==> config.mk <==
export PLATFORM = sky130hd
export DESIGN_NAME = vss_sequencer
export DESIGN_NICKNAME = d
export VERILOG_FILES = /design/src/verilog/vss_pkg.sv /design/src/verilog/vss_sequencer.sv
export SDC_FILE = /design/constraint.sdc
export NUM_CORES = 1
export LEC_CHECK = 0
export BUFFER_PORTS_ARGS = -buffer_cell sky130_fd_sc_hd__buf_2
export CELL_PAD_IN_SITES_DETAIL_PLACEMENT = 0
export CELL_PAD_IN_SITES_GLOBAL_PLACEMENT = 1
export CORE_UTILIZATION = 40
export DETAILED_ROUTE_END_ITERATION = 10
export HOLD_SLACK_MARGIN = 0.02
export PLACE_DENSITY_LB_ADDON = 0.1
export SYNTH_ARGS = -nofsm -noshare
export SYNTH_HDL_FRONTEND = slang
export SYNTH_SLANG_ARGS = --single-unit
==> constraint.sdc <==
create_clock -name i_clk -period 5.7 [get_ports i_clk]
set_clock_uncertainty 0.15 [all_clocks]
set_input_delay 1.14 -clock i_clk [delete_from_list [all_inputs] [get_ports i_clk]]
set_output_delay 1.14 -clock i_clk [all_outputs]
set_load 0.1 [all_outputs]
==> src/verilog/vss_pkg.sv <==
package vss_pkg;
    // Clock and timing
    localparam int unsigned CLK_PERIOD_NS      = 10;
    localparam int unsigned DRIVER_ON_DELAY_US      = 117;
    localparam int unsigned DRIVER_ON_DELAY_CYC     = DRIVER_ON_DELAY_US * 1000 / CLK_PERIOD_NS;
    localparam int unsigned READY_MAX_US       = 2500;
    localparam int unsigned READY_MAX_CYC      = READY_MAX_US * 1000 / CLK_PERIOD_NS;
    localparam int unsigned GLITCH_MAX_NS      = 1000;
    localparam int unsigned GLITCH_CYC         = GLITCH_MAX_NS / CLK_PERIOD_NS - 4;
    localparam int unsigned READY_DROP_MAX_NS  = 500;
    localparam int unsigned READY_DROP_CYC     = READY_DROP_MAX_NS / CLK_PERIOD_NS;
    localparam int unsigned STRAP_START_US     = 1500;
    localparam int unsigned STRAP_START_CYC    = STRAP_START_US * 1000 / CLK_PERIOD_NS;
    localparam int unsigned STRAP_MEAS_US      = 100;
    localparam int unsigned STRAP_MEAS_CYC     = STRAP_MEAS_US * 1000 / CLK_PERIOD_NS;
    localparam int unsigned MIN_PULSE_NS       = 40;
    localparam int unsigned MIN_PULSE_CYC      = (MIN_PULSE_NS + CLK_PERIOD_NS - 1) / CLK_PERIOD_NS;
    // Capability formula: R[ohm] * 10uA * 255 / 2.5V = R * 255 / 250000
    localparam int unsigned CAP_NUM            = 255;
    localparam int unsigned CAP_DEN            = 250000;
    // Register offsets and power monitor bus address
    localparam logic [7:0]  REG_OUT_CURRENT    = 8'h15;
    localparam logic [7:0]  REG_OUT_POWER      = 8'h18;
    localparam logic [7:0]  REG_CAPABILITY     = 8'h21;
    localparam logic [7:0]  REG_SCALING        = 8'h50;
    localparam logic [7:0]  POWER_MON_ADDR     = 8'h0D;
    // Scaling field values
    localparam logic [1:0]  SCL_CUR_SINGLE     = 2'h0;
    localparam logic [1:0]  SCL_CUR_DOUBLE     = 2'h1;
    localparam logic [2:0]  SCL_PWR_SINGLE     = 3'h2;
    localparam logic [2:0]  SCL_PWR_DOUBLE     = 3'h3;
    // PWM tri-level codes
    localparam logic [1:0]  PWM_LOW            = 2'h0;
    localparam logic [1:0]  PWM_MID            = 2'h1;
    localparam logic [1:0]  PWM_HIGH           = 2'h2;
    localparam int unsigned NUM_RAILS          = 2;
    localparam int unsigned NUM_PHASES         = 4;
    typedef enum logic [2:0] {
        VSS_LOCKOUT, VSS_WAIT_STRAP, VSS_MEASURE, VSS_IDLE, VSS_ENABLE_WAIT, VSS_RAMP, VSS_RUN
    } vss_state_t;
endpackage : vss_pkg

==> src/verilog/vss_sequencer.sv <==
// Contract
// After supply lockout clears, capture configuration and park all PWM outputs at mid.
// Raise driver_on about 117 us after rail_enable rises.
// After enable, step reference DAC from zero to boot voltage at strap slew.
// Each rail's PWM leaves mid only at that rail's first PWM pulse.
// On disable, all PWM outputs return to mid level.
// Assert regulator_ready no later than 2.5 ms after rail_enable.
// Glitch-filter rail_enable fall; recognise de-assertion within 1 us.
// Drop regulator_ready within 500 ns of internal enable de-assertion.
// Strap detection starts 1.5 ms after lockout clears and lasts 100 us.
// Phase count comes from sense inputs; board pulls unused ones to supply.
// Power input tied high at start-up disables monitor; address 0Dh ignored.
// Strap voltages select bus address, slew rate, boot voltage, voltage step.
// Base variant keeps fast voltage mode off; other variant takes it from strap.
// Capability register 21h loads strap R times 10 uA times 255 over 2.5 V.
// Scaling register 50h reads 01/011 with double select on, else 00/010.
// Double select on means 2 A and 8 W per bit, else 1 A, 4 W.
// Never issue a PWM high pulse shorter than 40 ns; disable and lockout end a high pulse at the next clock, however short.
// Strap values captured once per power-up, held until lockout returns.
// Capability and scaling registers read fixed values; writes are ignored.
`timescale 1ns/10ps
module vss_sequencer
    import vss_pkg::*;
#(
    parameter int unsigned DRIVER_ON_CYC       = DRIVER_ON_DELAY_CYC,
    parameter int unsigned STRAP_WAIT_CYC = STRAP_START_CYC,
    parameter int unsigned STRAP_CYC      = STRAP_MEAS_CYC,
    parameter bit          VARIANT_R      = 1'b0
) (
    // Clock and power-on reset
    input  wire logic              i_clk,
    input  wire logic              i_reset_n,
    // Supply and enable pins
    input  wire logic              i_supply_ok,
    input  wire logic              i_rail_enable,
    // Strap measurements (capability strap in ohms, others as select codes or levels, digitised externally)
    input  wire logic [17:0]       i_strap_cap_ohm,
    input  wire logic [3:0]        i_strap_addr_slew,
    input  wire logic [3:0]        i_strap_boot_step,
    input  wire logic              i_double_current_lsb_select,
    input  wire logic              i_phase_sense_input_high [NUM_PHASES],
    input  wire logic              i_system_power_input_high,
    // PWM modulator demand per rail
    input  wire logic [NUM_RAILS-1:0] i_pwm_demand,
    // Register port: reads, and writes that are acknowledged but ignored
    input  wire logic              i_reg_rd,
    input  wire logic              i_reg_wr,
    input  wire logic [7:0]        i_reg_bus_addr,
    input  wire logic [7:0]        i_reg_addr,
    input  wire logic [7:0]        i_reg_wdata,
    input  wire logic [7:0]        i_out_current_raw,
    input  wire logic [7:0]        i_out_power_raw,
    output logic [7:0]             o_reg_rdata,
    output logic                   o_reg_ack,
    // Sequencing outputs
    output logic                   o_driver_on,
    output logic                   o_regulator_ready,
    output logic [1:0]             o_pwm_level [NUM_RAILS],
    output logic [7:0]             o_dac_code,
    output logic [2:0]             o_phase_count,
    output logic                   o_power_mon_active,
    output logic                   o_fast_voltage_mode,
    output logic [3:0]             o_addr_slew_sel,
    output logic [3:0]             o_boot_step_sel
);

    typedef struct packed {
        vss_state_t  st;
        logic [1:0]  sup_sync;
        logic [1:0]  en_sync;
        logic        en_int;
        logic [7:0]  glitch_cnt;
        logic [23:0] cnt;
        logic [7:0]  slew_cnt;
        logic [7:0]  dac;
        logic [7:0]  boot;
        logic        cfg_done;
        logic [7:0]  cap;
        logic        dbl;
        logic        mon_on;
        logic        fast_v;
        logic [2:0]  phases;
        logic [3:0]  addr_slew;
        logic [3:0]  boot_step;
        logic        drv_on;
        logic        ready;
        logic [NUM_RAILS-1:0] started;
        logic [NUM_RAILS-1:0] pwm_hi;
        logic [NUM_RAILS-1:0][3:0] pulse_cnt;
        logic [NUM_RAILS-1:0][1:0] pwm_lvl;
        logic [7:0]  rdata;
        logic        ack;
    } vss_s_t;

    vss_s_t s_reg;
    vss_s_t s_next;

    // Boot code from strap selection: 0, 1.05 V or 1.8 V, arbitrary DAC units
    function automatic logic [7:0] boot_code(input logic [3:0] sel);
        case (sel[1:0])
            2'h0:    boot_code = 8'h00;
            2'h1:    boot_code = 8'h69;
            default: boot_code = 8'hB4;
        endcase
    endfunction : boot_code

    // Slew divider from strap: 10, 30, 48 mV/us steps
    function automatic logic [7:0] slew_div(input logic [3:0] sel);
        case (sel % 4'h3)
            4'h0:    slew_div = 8'h63;
            4'h1:    slew_div = 8'h21;
            default: slew_div = 8'h14;
        endcase
    endfunction : slew_div

    logic [35:0] cap_prod;
    logic [35:0] cap_full;
    logic [2:0]  phase_sum;

    always_comb begin
        s_next    = s_reg;
        cap_prod  = 36'(i_strap_cap_ohm) * 36'(CAP_NUM);
        cap_full  = cap_prod / 36'(CAP_DEN);
        phase_sum = 3'h0;
        for (int p = 0; p < NUM_PHASES; p++) begin
            // sense-derived phases
            if (!i_phase_sense_input_high[p]) phase_sum = phase_sum + 3'h1;
        end
        s_next.sup_sync = {s_reg.sup_sync[0], i_supply_ok};
        s_next.en_sync  = {s_reg.en_sync[0], i_rail_enable};
        // fall glitch filter
        if (s_reg.en_sync[1]) begin
            s_next.en_int     = 1'b1;
            s_next.glitch_cnt = 8'h00;
        end else if (s_reg.glitch_cnt >= 8'(GLITCH_CYC - 1)) begin
            s_next.en_int = 1'b0;
        end else begin
            s_next.glitch_cnt = s_reg.glitch_cnt + 8'h01;
        end
        s_next.cnt = s_reg.cnt + 24'h000001;
        case (s_reg.st)
            VSS_LOCKOUT: begin
                s_next.cnt = 24'h000000;
                // supply rise
                if (s_reg.sup_sync[1]) s_next.st = VSS_WAIT_STRAP;
            end
            VSS_WAIT_STRAP: begin
                // detection start delay
                if (s_reg.cnt >= 24'(STRAP_WAIT_CYC - 1)) begin
                    s_next.st  = VSS_MEASURE;
                    s_next.cnt = 24'h000000;
                end
            end
            VSS_MEASURE: begin
                // detection duration
                if (s_reg.cnt >= 24'(STRAP_CYC - 1)) begin
                    // capture once
                    if (!s_reg.cfg_done) begin
                        s_next.cfg_done  = 1'b1;
                        // capability formula
                        s_next.cap       = (cap_full > 36'hFF) ? 8'hFF : cap_full[7:0];
                        s_next.dbl       = i_double_current_lsb_select;
                        // power monitor disable
                        s_next.mon_on    = !i_system_power_input_high;
                        // variant fast mode
                        s_next.fast_v    = VARIANT_R && (i_strap_addr_slew < 4'h3 ||
                                           (i_strap_addr_slew > 4'h5 && i_strap_addr_slew < 4'h9));
                        s_next.phases    = phase_sum;
                        // strap selections
                        s_next.addr_slew = i_strap_addr_slew;
                        s_next.boot_step = i_strap_boot_step;
                        s_next.boot      = boot_code(i_strap_boot_step);
                    end
                    s_next.st = VSS_IDLE;
                end
            end
            VSS_IDLE: begin
                s_next.cnt = 24'h000000;
                if (s_reg.en_int) s_next.st = VSS_ENABLE_WAIT;
            end
            VSS_ENABLE_WAIT: begin
                // driver enable delay
                if (s_reg.cnt >= 24'(DRIVER_ON_CYC - 1)) begin
                    s_next.drv_on   = 1'b1;
                    s_next.st       = VSS_RAMP;
                    s_next.slew_cnt = 8'h00;
                    // ready well before limit
                    s_next.ready    = 1'b1;
                end
            end
            VSS_RAMP: begin
                // soft-start ramp
                if (s_reg.dac >= s_reg.boot) begin
                    s_next.st = VSS_RUN;
                end else if (s_reg.slew_cnt >= slew_div(s_reg.addr_slew)) begin
                    s_next.slew_cnt = 8'h00;
                    s_next.dac      = s_reg.dac + 8'h01;
                end else begin
                    s_next.slew_cnt = s_reg.slew_cnt + 8'h01;
                end
            end
            VSS_RUN: ;
            default: s_next.st = VSS_LOCKOUT;
        endcase
        // PWM tri-level per rail
        for (int r = 0; r < NUM_RAILS; r++) begin
            if (s_reg.drv_on && i_pwm_demand[r]) s_next.started[r] = 1'b1;
            if (s_reg.pwm_hi[r]) begin
                // minimum high width
                if (s_reg.pulse_cnt[r] < 4'(MIN_PULSE_CYC - 1)) begin
                    s_next.pulse_cnt[r] = s_reg.pulse_cnt[r] + 4'h1;
                end else if (!i_pwm_demand[r]) begin
                    s_next.pwm_hi[r] = 1'b0;
                end
            end else if (s_reg.drv_on && i_pwm_demand[r]) begin
                // leave mid on first pulse
                s_next.pwm_hi[r]    = 1'b1;
                s_next.pulse_cnt[r] = 4'h0;
            end
        end
        // ready drop and R5 park on disable
        if (!s_reg.en_int && s_reg.st > VSS_IDLE) begin
            s_next.st      = VSS_IDLE;
            s_next.ready   = 1'b0;
            s_next.drv_on  = 1'b0;
            s_next.dac     = 8'h00;
            s_next.started = '0;
            s_next.pwm_hi  = '0;
        end
        // lockout releases captured values
        if (!s_reg.sup_sync[1]) begin
            s_next.st       = VSS_LOCKOUT;
            s_next.cfg_done = 1'b0;
            s_next.ready    = 1'b0;
            s_next.drv_on   = 1'b0;
            s_next.dac      = 8'h00;
            s_next.started  = '0;
            s_next.pwm_hi   = '0;
        end
        // Tri-level code registered so the pins come straight from flops
        for (int r = 0; r < NUM_RAILS; r++) begin
            s_next.pwm_lvl[r] = s_next.pwm_hi[r] ? PWM_HIGH : (s_next.started[r] ? PWM_LOW : PWM_MID);
        end
        // read-only registers, writes ignored
        s_next.ack   = (i_reg_rd || i_reg_wr) && s_reg.ready &&
                       !(i_reg_bus_addr == POWER_MON_ADDR && !s_reg.mon_on);
        s_next.rdata = 8'h00;
        if (i_reg_rd && s_next.ack) begin
            case (i_reg_addr)
                // reading halved in double mode, so each LSB weighs twice as much
                REG_OUT_CURRENT: s_next.rdata = s_reg.dbl ? {1'b0, i_out_current_raw[7:1]} : i_out_current_raw;
                REG_OUT_POWER:   s_next.rdata = s_reg.dbl ? {1'b0, i_out_power_raw[7:1]} : i_out_power_raw;
                REG_CAPABILITY:  s_next.rdata = s_reg.dbl ? {1'b0, s_reg.cap[7:1]} : s_reg.cap;
                // scaling fields
                REG_SCALING:     s_next.rdata = s_reg.dbl ? {3'h0, SCL_PWR_DOUBLE, SCL_CUR_DOUBLE}
                                                          : {3'h0, SCL_PWR_SINGLE, SCL_CUR_SINGLE};
                default:         s_next.rdata = 8'h00;
            endcase
        end
    end

    always_ff @(posedge i_clk or negedge i_reset_n) begin
        if (!i_reset_n) begin
            s_reg         <= '0;
            s_reg.pwm_lvl <= {NUM_RAILS{PWM_MID}};
        end else begin
            s_reg <= s_next;
        end
    end

    always_comb begin
        for (int r = 0; r < NUM_RAILS; r++) begin
            o_pwm_level[r] = s_reg.pwm_lvl[r];
        end
    end

    assign o_reg_rdata         = s_reg.rdata;
    assign o_reg_ack           = s_reg.ack;
    assign o_driver_on         = s_reg.drv_on;
    assign o_regulator_ready   = s_reg.ready;
    assign o_dac_code          = s_reg.dac;
    assign o_phase_count       = s_reg.phases;
    assign o_power_mon_active  = s_reg.mon_on;
    assign o_fast_voltage_mode = s_reg.fast_v;
    assign o_addr_slew_sel     = s_reg.addr_slew;
    assign o_boot_step_sel     = s_reg.boot_step;

    // ready drop bound
    ready_drop_a: assert property (@(posedge i_clk) disable iff (!i_reset_n)
        $fell(s_reg.en_int) |-> ##[1:2] !o_regulator_ready) else $error("ready not dropped");
    // filter bound
    glitch_bound_a: assert property (@(posedge i_clk) disable iff (!i_reset_n)
        $fell(s_reg.en_sync[1]) ##1 !s_reg.en_sync[1] [*7] |-> ##[0:90] (!s_reg.en_int || s_reg.en_sync[1]))
        else $error("enable fall not recognised");
    // park on disable
    pwm_park_a: assert property (@(posedge i_clk) disable iff (!i_reset_n)
        !s_reg.drv_on |-> o_pwm_level[0] == PWM_MID && o_pwm_level[1] == PWM_MID) else $error("pwm not mid");
    // minimum width
    min_pulse_a: assert property (@(posedge i_clk) disable iff (!i_reset_n)
        $rose(s_reg.pwm_hi[0]) && s_reg.drv_on |-> (s_reg.pwm_hi[0] || !s_reg.drv_on) [*4])
        else $error("pulse too short");
    // scaling field
    scale_read_a: assert property (@(posedge i_clk) disable iff (!i_reset_n)
        i_reg_rd && i_reg_addr == REG_SCALING && s_next.ack |=> o_reg_rdata == (s_reg.dbl ? 8'h0D : 8'h08))
        else $error("scaling mismatch");
    // driver enable waits
    driver_on_delay_a: assert property (@(posedge i_clk) disable iff (!i_reset_n)
        $rose(o_driver_on) |-> $past(s_reg.st) == VSS_ENABLE_WAIT) else $error("driver early");
    // monitor silenced
    mon_silent_a: assert property (@(posedge i_clk) disable iff (!i_reset_n)
        !s_reg.mon_on && i_reg_bus_addr == POWER_MON_ADDR |=> !o_reg_ack) else $error("0Dh answered");
    // config held
    cfg_hold_a: assert property (@(posedge i_clk) disable iff (!i_reset_n)
        s_reg.cfg_done && $past(s_reg.cfg_done) |-> $stable(s_reg.cap)) else $error("config changed");
    // base variant
    fast_off_a: assert property (@(posedge i_clk) disable iff (!i_reset_n)
        !VARIANT_R |-> !o_fast_voltage_mode) else $error("fast mode on");

    ramp_c:  cover property (@(posedge i_clk) s_reg.st == VSS_RAMP ##1 s_reg.st == VSS_RUN);
    ready_c: cover property (@(posedge i_clk) $rose(o_regulator_ready));
    off_c:   cover property (@(posedge i_clk) $fell(o_driver_on));
endmodule : vss_sequencer

## Word level (Yosys, flattened, before mapping)

Index checks and enable logic that the tools add are counted.

- Bits in registers: 113
- Bits of input ports: 80
- Output and inout bits: 36
- Word-level logic and storage cells: 172

- Add/sub/neg operators: 9
- $mul: 1
- Divide/modulo/power cells: 2
- $lt $le $gt $ge: 10
- Equal/unequal tests: 31
- Mux-type cells: 64
- Bitwise logic cells: 1
- Reduce and logical (&&, ||, !) cells: 28

Operator list:

| kind | number |
|---|---|
| 2-to-1 mux 8 bit | 14 |
| greater-or-equal comparator 24 x 14 -> 1 bit (second input constant) | 2 |
| case mux 24 bit (2 select lines) | 1 |
| 2-to-1 mux 23 bit | 2 |
| divider 26 x 18 -> 36 bit (second input constant) | 1 |
| greater-than comparator 36 x 8 -> 1 bit (second input constant) | 1 |
| 2-to-1 mux 3 bit | 11 |
| case mux 8 bit (2 select lines) | 2 |
| case mux 8 bit (4 select lines) | 1 |
| multiplier 18 x 8 -> 26 bit (second input constant) | 1 |
| adder 24 x 1 -> 24 bit (second input constant) | 1 |
| adder 8 x 1 -> 8 bit (second input constant) | 3 |
| greater-or-equal comparator 24 x 18 -> 1 bit (second input constant) | 1 |
| 2-to-1 mux 24 bit | 1 |
| 2-to-1 mux 4 bit | 6 |
| 2-to-1 mux 22 bit | 1 |
| case mux 3 bit (7 select lines) | 1 |
| != test 4 bit (second input constant) | 5 |
| equality test 8 x 5 -> 1 bit (second input constant) | 2 |
| greater-or-equal comparator 8 bit | 2 |
| 2-to-1 mux 16 bit | 1 |
| 2-to-1 mux 1 bit | 15 |
| case mux 7 bit (2 select lines) | 1 |
| 2-to-1 mux 6 bit | 2 |
| 33 further kinds | 68 |

## Depth between registers and ports, before layout

Gate-level depths: netlist of the first run.

- Word-level depth: 11
- Depth in mapped cells: 49
- Gate-level depth less buffers: 43

## Worst setup path before layout of the first run

OpenSTA, ideal clock, no wires.

- Path type: input to register
- Start: input port i_strap_cap_ohm[6]
- End: register s_reg[41] (netlist name)
- Library setup time: 0.128 ns
- Data arrival time: 12.360 ns
- Path slack: -6.938 ns
- Stages: 46
- Buffers on the path: 4
- Cell sequence: inv_1 -> fa_1 -> fa_1 -> inv_1 -> fa_1 -> inv_1 -> fa_1 -> inv_1 -> ha_1 -> buf_2 -> a21oi_1 -> o21ai_1 -> nor2b_1 -> or3_2 -> xor2_2 -> nor2_2 -> or4_4 -> mux2i_1 -> (+10 left out) -> nor3_2 -> o21ai_1 -> o211ai_2 -> clkbuf_1 -> a31oi_1 -> o311ai_1 -> o21ai_2 -> mux2i_1 -> a2111oi_4 -> o21ai_2 -> or3_1 -> a211oi_2 -> a211oi_4 -> o21ai_4 -> nor2_1 -> or3_1 -> o211ai_1 -> a211oi_2

- Longest elaborated chain between the ends: 4

Ends and longest elaborated chain:

| what | line | source |
|---|---|---|
| from (decl) | vss_sequencer.sv:37 | `input wire logic [17:0] i_strap_cap_ohm,` |
| multiplier 18 x 8 -> 26 bit (*) | vss_sequencer.sv:122 | `cap_prod = 36'(i_strap_cap_ohm) * 36'(CAP_NUM);` |
| divider 26 x 18 -> 36 bit (*) | vss_sequencer.sv:123 | `cap_full = cap_prod / 36'(CAP_DEN);` |
| greater-than comparator 36 x 8 -> 1 bit | vss_sequencer.sv:161 | `s_next.cap = (cap_full > 36'hFF) ? 8'hFF : cap_full[7:0];` |
| 2-to-1 mux 8 bit (*) | vss_sequencer.sv:161 |  |
| to (signal assigned) | vss_sequencer.sv:267 | `s_reg <= s_next;` |
| to (decl) | vss_sequencer.sv:95 | `vss_s_t s_reg;` |

Mark *: on every way between the ends. The rest lies on a longest branch, timed or not.
A chain may end at the register's enable or synchronous reset.

## Worst setup path in the final report of the first run

- Start: input port i_strap_cap_ohm[7]
- End: register s_reg[41] (netlist name)

Same word-level chain as after synthesis.

==> qor.yml, run 1 <==
yosys:
  synthArstFlopShare: 1.000
  ys_top_cells_by_area: "dfrtp_1 (19%), fa_1 (12%), ha_1 (6.6%), nor2_1 (4.2%), inv_1 (4.0%)"
  synth-main-ff-cell: "dfrtp_1"
  synth_top_area_share: 0.1910
  synth_edf_count: 0
  syn-num-nets: 1827
  synth.distinct_cells: 115
  synthesis.area_um2: 13490
  synth-seq-cells: 105
  syn_inst: 1596
  syn_avg_cell_area_um2: 8.454
  yosys_warnings: 0
  yosysSeqAreaShare: 0.1949
  yosys.area.top_type: "dfrtp_1"
outcome:
  status: "finished, violations left"
  violations: "negative setup slack"
clock_network:
  cts_hold_buffers: 0
  clk_pin_slew_ps: 80
  h-tree-depth: 3
  clockRootBuffer: "clkbuf_16"
  cts_sinks: 105
  cts_buffers: 9
  cts_max_path_buffers: 2
  insertion_delay_ps: 360
  cts_tree: "yes"
timing:
  post-route-period-util: 2.162
  fin_hold_ws_ps: 216.8
  max_freq_mhz: 81.16
  finalMaxSlewViolations: 0
  min_period_ps: 12320
  hold_viol: 0
  setup-violations-final: 8
  worst_pin_slew_ps: 851.1
  rsz0062_at_grt: "yes"
  setup_slack_ps: -6622
  relSlewSlack: 0.4326
global_routing:
  grt_pass1_wl_um: 64920
  grt_pass1_vias: 13497
  grt_remaining_overflow: 0
  antenna_found_initial: 0
  met3_usage: 0.01898
  grt_max_degree: 66
  met2_usage: 0.4234
  grt_use_total: 0.2313
  grtUsageMet1: 0.2877
  grt-busiest-layer: "met2"
detailed_routing:
  ant_nets: 0
  routed_via_density: 5.228
  drt_pass1_iterations: 5
  drtIter0Drc: 663
  wirelength_um: 38730
  routedWlPerCell_um: 14.93
  routed-via-count: 13562
  drc_errors: 0
place:
  gp_congestion: 0.9031
  place_hpwl_um: 31400
  dp_cells: 2503
  io_buffers: 106
  place_ws_ps: -7389
finish:
  fillers: 3070
  final_common_cell: "buf_4"
  layout.nets: 2378
  diodes: 0
  areaGrowthSynthToFinish_pct: 44.90
  multi_input_area_um2: 10910
  stdcell_count: 2594
  largest_reg_flops: 71
  regArea_um2: 2630
  final_util: 0.5949
  drive_gt1_frac: 0.4136
  final_cell_mix: "buf_4 (483), nor2_1 (147), inv_1 (129)"
die:
  ios: 116
  die_width_um: 185.7
  core_um2: 32870
  initial_utilization: 0.4105
  die-area_um2: 34470
  rows: 66
  die_h_um: 185.7
critical_path:
  start_kind: "input pin"
  critPathMaxStageDelay_ps: 600
  slowest_stage: "a2111o_2"
  crit_fanout: 7
  critPathKind: "input pin to register"
  worst_ep_arrival_time_ps: 12410
  critPathBufInv: 6
  end_kind: "register"
  cp.required_ps: 5790
  critical-path-top-delay-family: "compound AO/OA/AOI/OAI gates"
hold_path:
  hold_path.class: "register to register"
job:
  max_cap_violations: 0
-- area by class of cell --
type / count / area share
repair buffers: 621 / 0.2354
well taps: 442 / 0.02829
multi-input cells: 1268 / 0.5581
flip-flops and latches: 105 / 0.1345
clock buffers: 10 / 0.01222
inverters: 142 / 0.02784
clock inverters: 6 / 0.003648
-- metrics by stage --
step | area, um2 | TNS, ps
CTS | 19020 | -32590
global route | 19550 | -35480
finish | 19550 | -33120
detailed placement | 17720 | -38410
floorplan | 13820 | -32550
global placement | 17720 | -37980
-- metal layers --
metal,part of all wire,routed length [um],vias up
met5,0,0,-
met4,0.018,714,0
met3,0.028,1100,51
met2,0.51,19660,243
met1,0.45,17250,6497
li1,-,-,6771
-- final timing paths --
kind | from | end | slack [ps] | cells after the start
worst min register to register | s_next[110]$_DFF_PN0_ | s_reg[110]$_DFF_PN0_ | 220 | 0
worst max register to register | o_addr_slew_sel[3]$_DFFE_PN0P_ | o_dac_code[5]$_DFFE_PN0P_ | 660 | 25
min in group asynchronous | i_reset_n | s_reg[16]$_DFFE_PN0P_ | 710 | 1
max in group asynchronous | i_reset_n | s_reg[93]$_DFF_PN0_ | 3650 | 2
worst min-delay path | s_next[110]$_DFF_PN0_ | s_reg[110]$_DFF_PN0_ | 220 | 0
worst max-delay path | i_strap_cap_ohm[7] | s_reg[41]$_DFFE_PN0P_ | -6620 | 45
-- timing repair --
| action | CTS | global route |
|---|---|---|
| setup buffers | 51 | 26 |
| pin swaps | 115 | 58 |
| cloned | 0 | 0 |
| hold endpoints to repair | 0 | 0 |
| endpoints found under the setup margin | 8 | 8 |
| resized for setup | 135 | 76 |
-- synth_stat cells (all sizes together) (8+ instances only) --
library cell	n
dfrtp	103
clkbuf	27
a31oi	23
nand2	126
a211oi	26
nor4	12
nand3	51
o21a	20
a21o	18
mux2i	22
mux2	17
o211ai	26
nand4	19
a21oi	100
nor2	155
xnor2	61
ha	71
fa	80
o211a	11
or2	18
o21ai	87
nor3	32
and2	17
inv	142
nor2b	24
a211o	11
buf	54
and3	26
or3	13
a2111oi	8
xor2	39
nand2b	15
-- worst reg2reg max path, stage by stage, from the launching register on --
cell	delay [ps]
dfrtp_1	390
nand2b_1	210
inv_1	70
ha_1	180
inv_1	60
ha_1	250
o211ai_1	120
o21ai_1	250
ha_1	290
nor2b_1	230
nand4b_1	120
a21oi_1	170
a31o_2	170
ha_1	240
nand2b_1	140
a21oi_1	150
nor2b_1	60
o31a_1	230
o21ai_0	160
nand2b_1	70
a211oi_1	370
nor2_1	210
o2111a_1	320
nand3_1	100
xor2_1	150
nor2_1	50
-- cells by family after synthesis --
group,synth area share
multiplexers,0.03051
XOR/XNOR,0.06658
AO/OA/AOI/OAI,0.2418
flip-flops,0.1949
adder cells (fa/ha/maj),0.1884
buffers and inverters,0.07520
AND/OR/NAND/NOR,0.2022
other,0.0002779
Power of run 1 is not shown: default switching activity piles up to over one toggle a cycle in this logic, so the estimate is an artifact.
==> run 2, diff against run 1 <==
--- a/config.mk
+++ b/config.mk
@@ -8,7 +8,7 @@
 export BUFFER_PORTS_ARGS = -buffer_cell sky130_fd_sc_hd__buf_2
 export CELL_PAD_IN_SITES_DETAIL_PLACEMENT = 0
 export CELL_PAD_IN_SITES_GLOBAL_PLACEMENT = 1
-export CORE_UTILIZATION = 40
+export CORE_UTILIZATION = 30
 export DETAILED_ROUTE_END_ITERATION = 10
 export HOLD_SLACK_MARGIN = 0.02
 export PLACE_DENSITY_LB_ADDON = 0.1
==> run 2 against run 1 <==
Effect of this change:
- the run still ends with negative setup slack left
- global-route usage fell by 5.1 points
- critical path depth grew 4
- count of clock-buffer cells in the layout stayed put
- hold slack worse by 9.0 ps
- cell area grew 4.4%
- setup slack worse by 58 ps
- via count decreased by 0.24%
- critical endpoint unchanged
==> qor.yml, run 2 (synthesis gave the netlist of run 1 again) <==
outcome:
  status: "finished, violations left"
  violations: "negative setup slack"
detailed_routing:
  drc_errors: 0
  drt_pass1_iterations: 6
  drtIter0Drc: 632
  ant_nets: 0
  routed-via-count: 13529
  routed_via_density: 4.875
  routedWlPerCell_um: 14.78
  wirelength_um: 41010
timing:
  max_freq_mhz: 80.77
  relSlewSlack: 0.4384
  hold_viol: 0
  worst_pin_slew_ps: 842.4
  min_period_ps: 12380
  rsz0062_at_grt: "yes"
  finalMaxSlewViolations: 0
  setup_slack_ps: -6680
  setup-violations-final: 8
  fin_hold_ws_ps: 207.8
  post-route-period-util: 2.172
clock_network:
  cts_sinks: 105
  cts_tree: "yes"
  insertion_delay_ps: 360
  h-tree-depth: 3
  clk_pin_slew_ps: 70
  cts_max_path_buffers: 2
  cts_buffers: 9
  cts_hold_buffers: 0
  clockRootBuffer: "clkbuf_16"
finish:
  largest_reg_flops: 71
  fillers: 4457
  drive_gt1_frac: 0.4402
  final_common_cell: "buf_4"
  final_cell_mix: "buf_4 (488), nor2_1 (142), nand2_1 (119)"
  multi_input_area_um2: 11210
  regArea_um2: 2630
  final_util: 0.4604
  areaGrowthSynthToFinish_pct: 51.23
  final_area_um2: 20410
  layout.nets: 2409
  diodes: 0
die:
  initial_utilization: 0.3045
  die-area_um2: 45830
  die_h_um: 214.1
  rows: 77
  ios: 116
  core_um2: 44320
  die_width_um: 214.1
critical_path:
  critPathKind: "input pin to register"
  end_kind: "register"
  crit_fanout: 7
  slowest_stage: "fa_2"
  start_kind: "input pin"
  critPathMaxStageDelay_ps: 590
  cp.required_ps: 5780
  cpMostUsedCell: "buf_4"
  critical-path-top-delay-family: "compound AO/OA/AOI/OAI gates"
  worst_ep_arrival_time_ps: 12460
  critPathBufInv: 11
global_routing:
  grt_pass1_wl_um: 69430
  antenna_found_initial: 0
  grt_max_degree: 66
  grt_pass1_vias: 13867
  grt_use_total: 0.1803
  grt_remaining_overflow: 0
job:
  max_cap_violations: 0
hold_path:
  hold_path.class: "register to register"
place:
  place_hpwl_um: 33410
  place_area_um2: 17950
  io_buffers: 106
  gp_congestion: 0.8278
-- run 2: changes by cell type in the layout (fill, tap and decap cells not counted), moves of 5 or more --
cell | before | now
buf_4 | 483 | 488
buf_6 | 40 | 65
inv_1 | 129 | 117
inv_2 | 10 | 22
mux2i_1 | 16 | 11
nor2_1 | 147 | 142
nor3_1 | 26 | 21
-- run 2: timing repair --
action | in CTS | in global routing
setup endpoints to repair | 8 | 8
setup buffers | 57 | 45
pin swaps | 83 | 91
gates resized for setup | 190 | 125
-- run 2: layer usage --
metal | track usage | share of wire
met1 | 0.2328 | 0.46
met2 | 0.3317 | 0.51
met3 | 0.01135 | 0.020
met4 | 0.03167 | 0.011
met5 | 0 | 0
-- run 2: area by class of cell --
type,count,area share
multi-input combinational,1268,0.5494
timing repair buffer,652,0.2439
sequential,105,0.1289
tap,592,0.03630
inverter,142,0.02667
clock buffer,10,0.01122
clock inverter,6,0.003679
-- run 2: through the flow --
| step | setup TNS, ps | std cells | worst slack [ps] |
|---|---|---|---|
| 2_1_floorplan | -32550 | 1596 | -6658 |
| 3_3_place_gp | -39240 | 2659 | -7427 |
| 3_5_place_dp | -39120 | 2659 | -7454 |
| 4_1_cts | -33070 | 2732 | -6573 |
| 5_1_grt | -36920 | 2775 | -7107 |
| 6_report | -34680 | 2775 | -6680 |
-- run 2: path summary, 6_finish.rpt --
path | depth (start not counted) | from | endpoint | slack, ps
setup / recovery | 49 | i_strap_cap_ohm[8] | s_reg[41]$_DFFE_PN0P_ | -6680
hold / removal | 0 | s_next[110]$_DFF_PN0_ | s_reg[110]$_DFF_PN0_ | 210
setup reg to reg | 24 | o_addr_slew_sel[3]$_DFFE_PN0P_ | o_dac_code[5]$_DFFE_PN0P_ | 720
hold reg to reg | 0 | s_next[110]$_DFF_PN0_ | s_reg[110]$_DFF_PN0_ | 210
max in group asynchronous | 2 | i_reset_n | o_pwm_level[2]$_DFF_PN1_ | 3630
min in group asynchronous | 1 | i_reset_n | s_reg[14]$_DFFE_PN0P_ | 720
Power of run 2 is left out for the same reason.
==> run 3, diff against run 2 <==
--- a/config.mk
+++ b/config.mk
@@ -9,6 +9,7 @@
 export CELL_PAD_IN_SITES_DETAIL_PLACEMENT = 0
 export CELL_PAD_IN_SITES_GLOBAL_PLACEMENT = 1
 export CORE_UTILIZATION = 30
+export CTS_BUF_LIST = sky130_fd_sc_hd__clkbuf_2
 export DETAILED_ROUTE_END_ITERATION = 10
 export HOLD_SLACK_MARGIN = 0.02
 export PLACE_DENSITY_LB_ADDON = 0.1
==> run 3 against run 2 <==
Effect of this change:
- the run still ends with negative setup slack left
- register-to-register slack improved by 40 ps
- cell count fell by 1.2%
- sequential share of layout area rose by 0.45 points
- non-clock buffer count fell by 35
- wire length fell by 1.1%
- global-route usage fell by 0.080 points
- maximum frequency rose by 2.5%
- count of clock-buffer cells in the layout did not move
- flip-flop and latch count did not move
- hold slack improved by 39 ps
==> qor.yml, run 3 (synthesis gave the netlist of run 1 again) <==
outcome:
  status: "finished, violations left"
  violations: "negative setup slack"
clock_network:
  cts_max_path_buffers: 2
  insertion_delay_ps: 640
  cts_tree: "yes"
  cts_buffers: 9
  clockRootBuffer: "clkbuf_2"
  h-tree-depth: 3
  clk_pin_slew_ps: 300
  cts_sinks: 105
  cts_hold_buffers: 0
critical_path:
  slowest_stage: "or4_4"
  crit_start: "i_strap_cap_ohm[13]"
  critPathKind: "input pin to register"
  crit_fanout: 7
  end_kind: "register"
  critPathMaxStageDelay_ps: 580
  worst_ep_arrival_time_ps: 12460
  r2r_start: "o_addr_slew_sel[3]$_DFFE_PN0P_"
  start_kind: "input pin"
  cp.required_ps: 6080
finish:
  drive_gt1_frac: 0.4176
  stdcell_count: 2741
  final_util: 0.4450
  fillers: 4508
  largest_reg_flops: 71
  layout.nets: 2374
  final_common_cell: "buf_4"
  final_cell_mix: "buf_4 (483), nor2_1 (145), inv_1 (131)"
  areaGrowthSynthToFinish_pct: 46.17
die:
  ios: 116
  die_width_um: 214.1
  rows: 77
  die_h_um: 214.1
  die-area_um2: 45830
  core_um2: 44320
  initial_utilization: 0.3045
detailed_routing:
  drc_errors: 0
  routed-via-count: 13326
  ant_nets: 0
  wirelength_um: 40570
  drt_pass1_iterations: 9
  routedWlPerCell_um: 14.80
  routed_via_density: 4.862
  drtIter0Drc: 569
timing:
  worst_pin_slew_ps: 819.2
  relSlewSlack: 0.4398
  max_freq_mhz: 82.76
  setup-violations-final: 8
  hold_viol: 0
  finalMaxSlewViolations: 0
  rsz0062_at_grt: "yes"
  post-route-period-util: 2.120
  min_period_ps: 12080
  setup_slack_ps: -6384
global_routing:
  grt_remaining_overflow: 0
  grt_pass1_vias: 13759
  grt_use_total: 0.1795
  antenna_found_initial: 1
  grt_pass1_wl_um: 69210
  grt_max_degree: 66
job:
  max_cap_violations: 0
place:
  place_hpwl_um: 33410
  dp_cells: 2659
  io_buffers: 106
  gp_congestion: 0.8278
hold_path:
  worstHoldStart: "s_next[110]$_DFF_PN0_"
  hold_path.class: "register to register"
[run 3: cell types whose count changed in the layout (fill, tap and decap cells not counted), moves of 3 or more]
cell	previous run	this run
inv_1	117	131
buf_8	4	1
buf_2	92	96
o22ai_2	0	3
buf_4	488	483
buf_6	65	35
a21oi_1	72	78
a21oi_2	22	17
inv_2	22	8
nor2_1	142	145
clkbuf_2	0	10
clkbuf_16	9	0
nor3_1	21	24
[run 3: worst max-delay path, delay by kind of cell]
kind / cells / cell delay, ps
simple gates: 11 / 2630
xor+xnor: 1 / 230
mux: 4 / 940
fa+ha+maj: 5 / 2270
buf+inv: 9 / 1110
compound gates: 17 / 4090
[run 3: final cells by class]
| cell class | instances | area [um2] | area share |
|---|---|---|---|
| inverter | 142 | 544.3 | 0.02760 |
| clock inverter | 6 | 75.07 | 0.003806 |
| antenna | 1 | 2.502 | 0.0001269 |
| multi-input combinational | 1268 | 11120 | 0.5640 |
| timing repair buffer | 617 | 4556 | 0.2310 |
| clock buffer | 10 | 50.05 | 0.002538 |
| tap | 592 | 740.7 | 0.03756 |
| sequential | 105 | 2630 | 0.1333 |
[run 3: layer usage]
| metal | global-route usage | share of wire | routed length [um] | vias to the layer above |
|---|---|---|---|---|
| li1 | - | - | - | 6761 |
| met1 | 0.2335 | 0.47 | 18870 | 6399 |
| met2 | 0.3293 | 0.51 | 20590 | 138 |
| met3 | 0.009929 | 0.017 | 701 | 28 |
| met4 | 0.03119 | 0.010 | 410 | 0 |
| met5 | 0 | 0 | 0 | - |
[run 3: repair_timing]
item / CTS / global route
setup endpoints to repair: 8 / 8
hold endpoints to repair: 0 / 0
gates resized for setup: 160 / 83
setup buffers: 44 / 26
pin swaps: 76 / 60
[run 3: worst paths after layout]
| path | endpoint | slack [ps] | cells past startpoint |
|---|---|---|---|
| setup / recovery | s_reg[41]$_DFFE_PN0P_ | -6380 | 47 |
| hold / removal | s_reg[110]$_DFF_PN0_ | 250 | 0 |
| hold reg to reg | s_reg[110]$_DFF_PN0_ | 250 | 0 |
| setup reg to reg | s_reg[70]$_DFFE_PN0P_ | 760 | 24 |
| max in group asynchronous | o_pwm_level[2]$_DFF_PN1_ | 3950 | 2 |
| min in group asynchronous | s_reg[14]$_DFFE_PN0P_ | 370 | 1 |
[run 3: stage by stage]
stage               worst slack, ps  setup TNS (ps)  cell area, um2  hold slack, ps
detailed placement            -7454          -39120           17950           184.7
global route                  -6747          -32810           19720           271.1
CTS                           -6281          -30280           19170           252.1
floorplan                     -6658          -32550           13820           181.2
finish                        -6384          -30960           19720           246.8
global placement              -7427          -39240           17950           190.3
Power of run 3 is left out for the same reason.
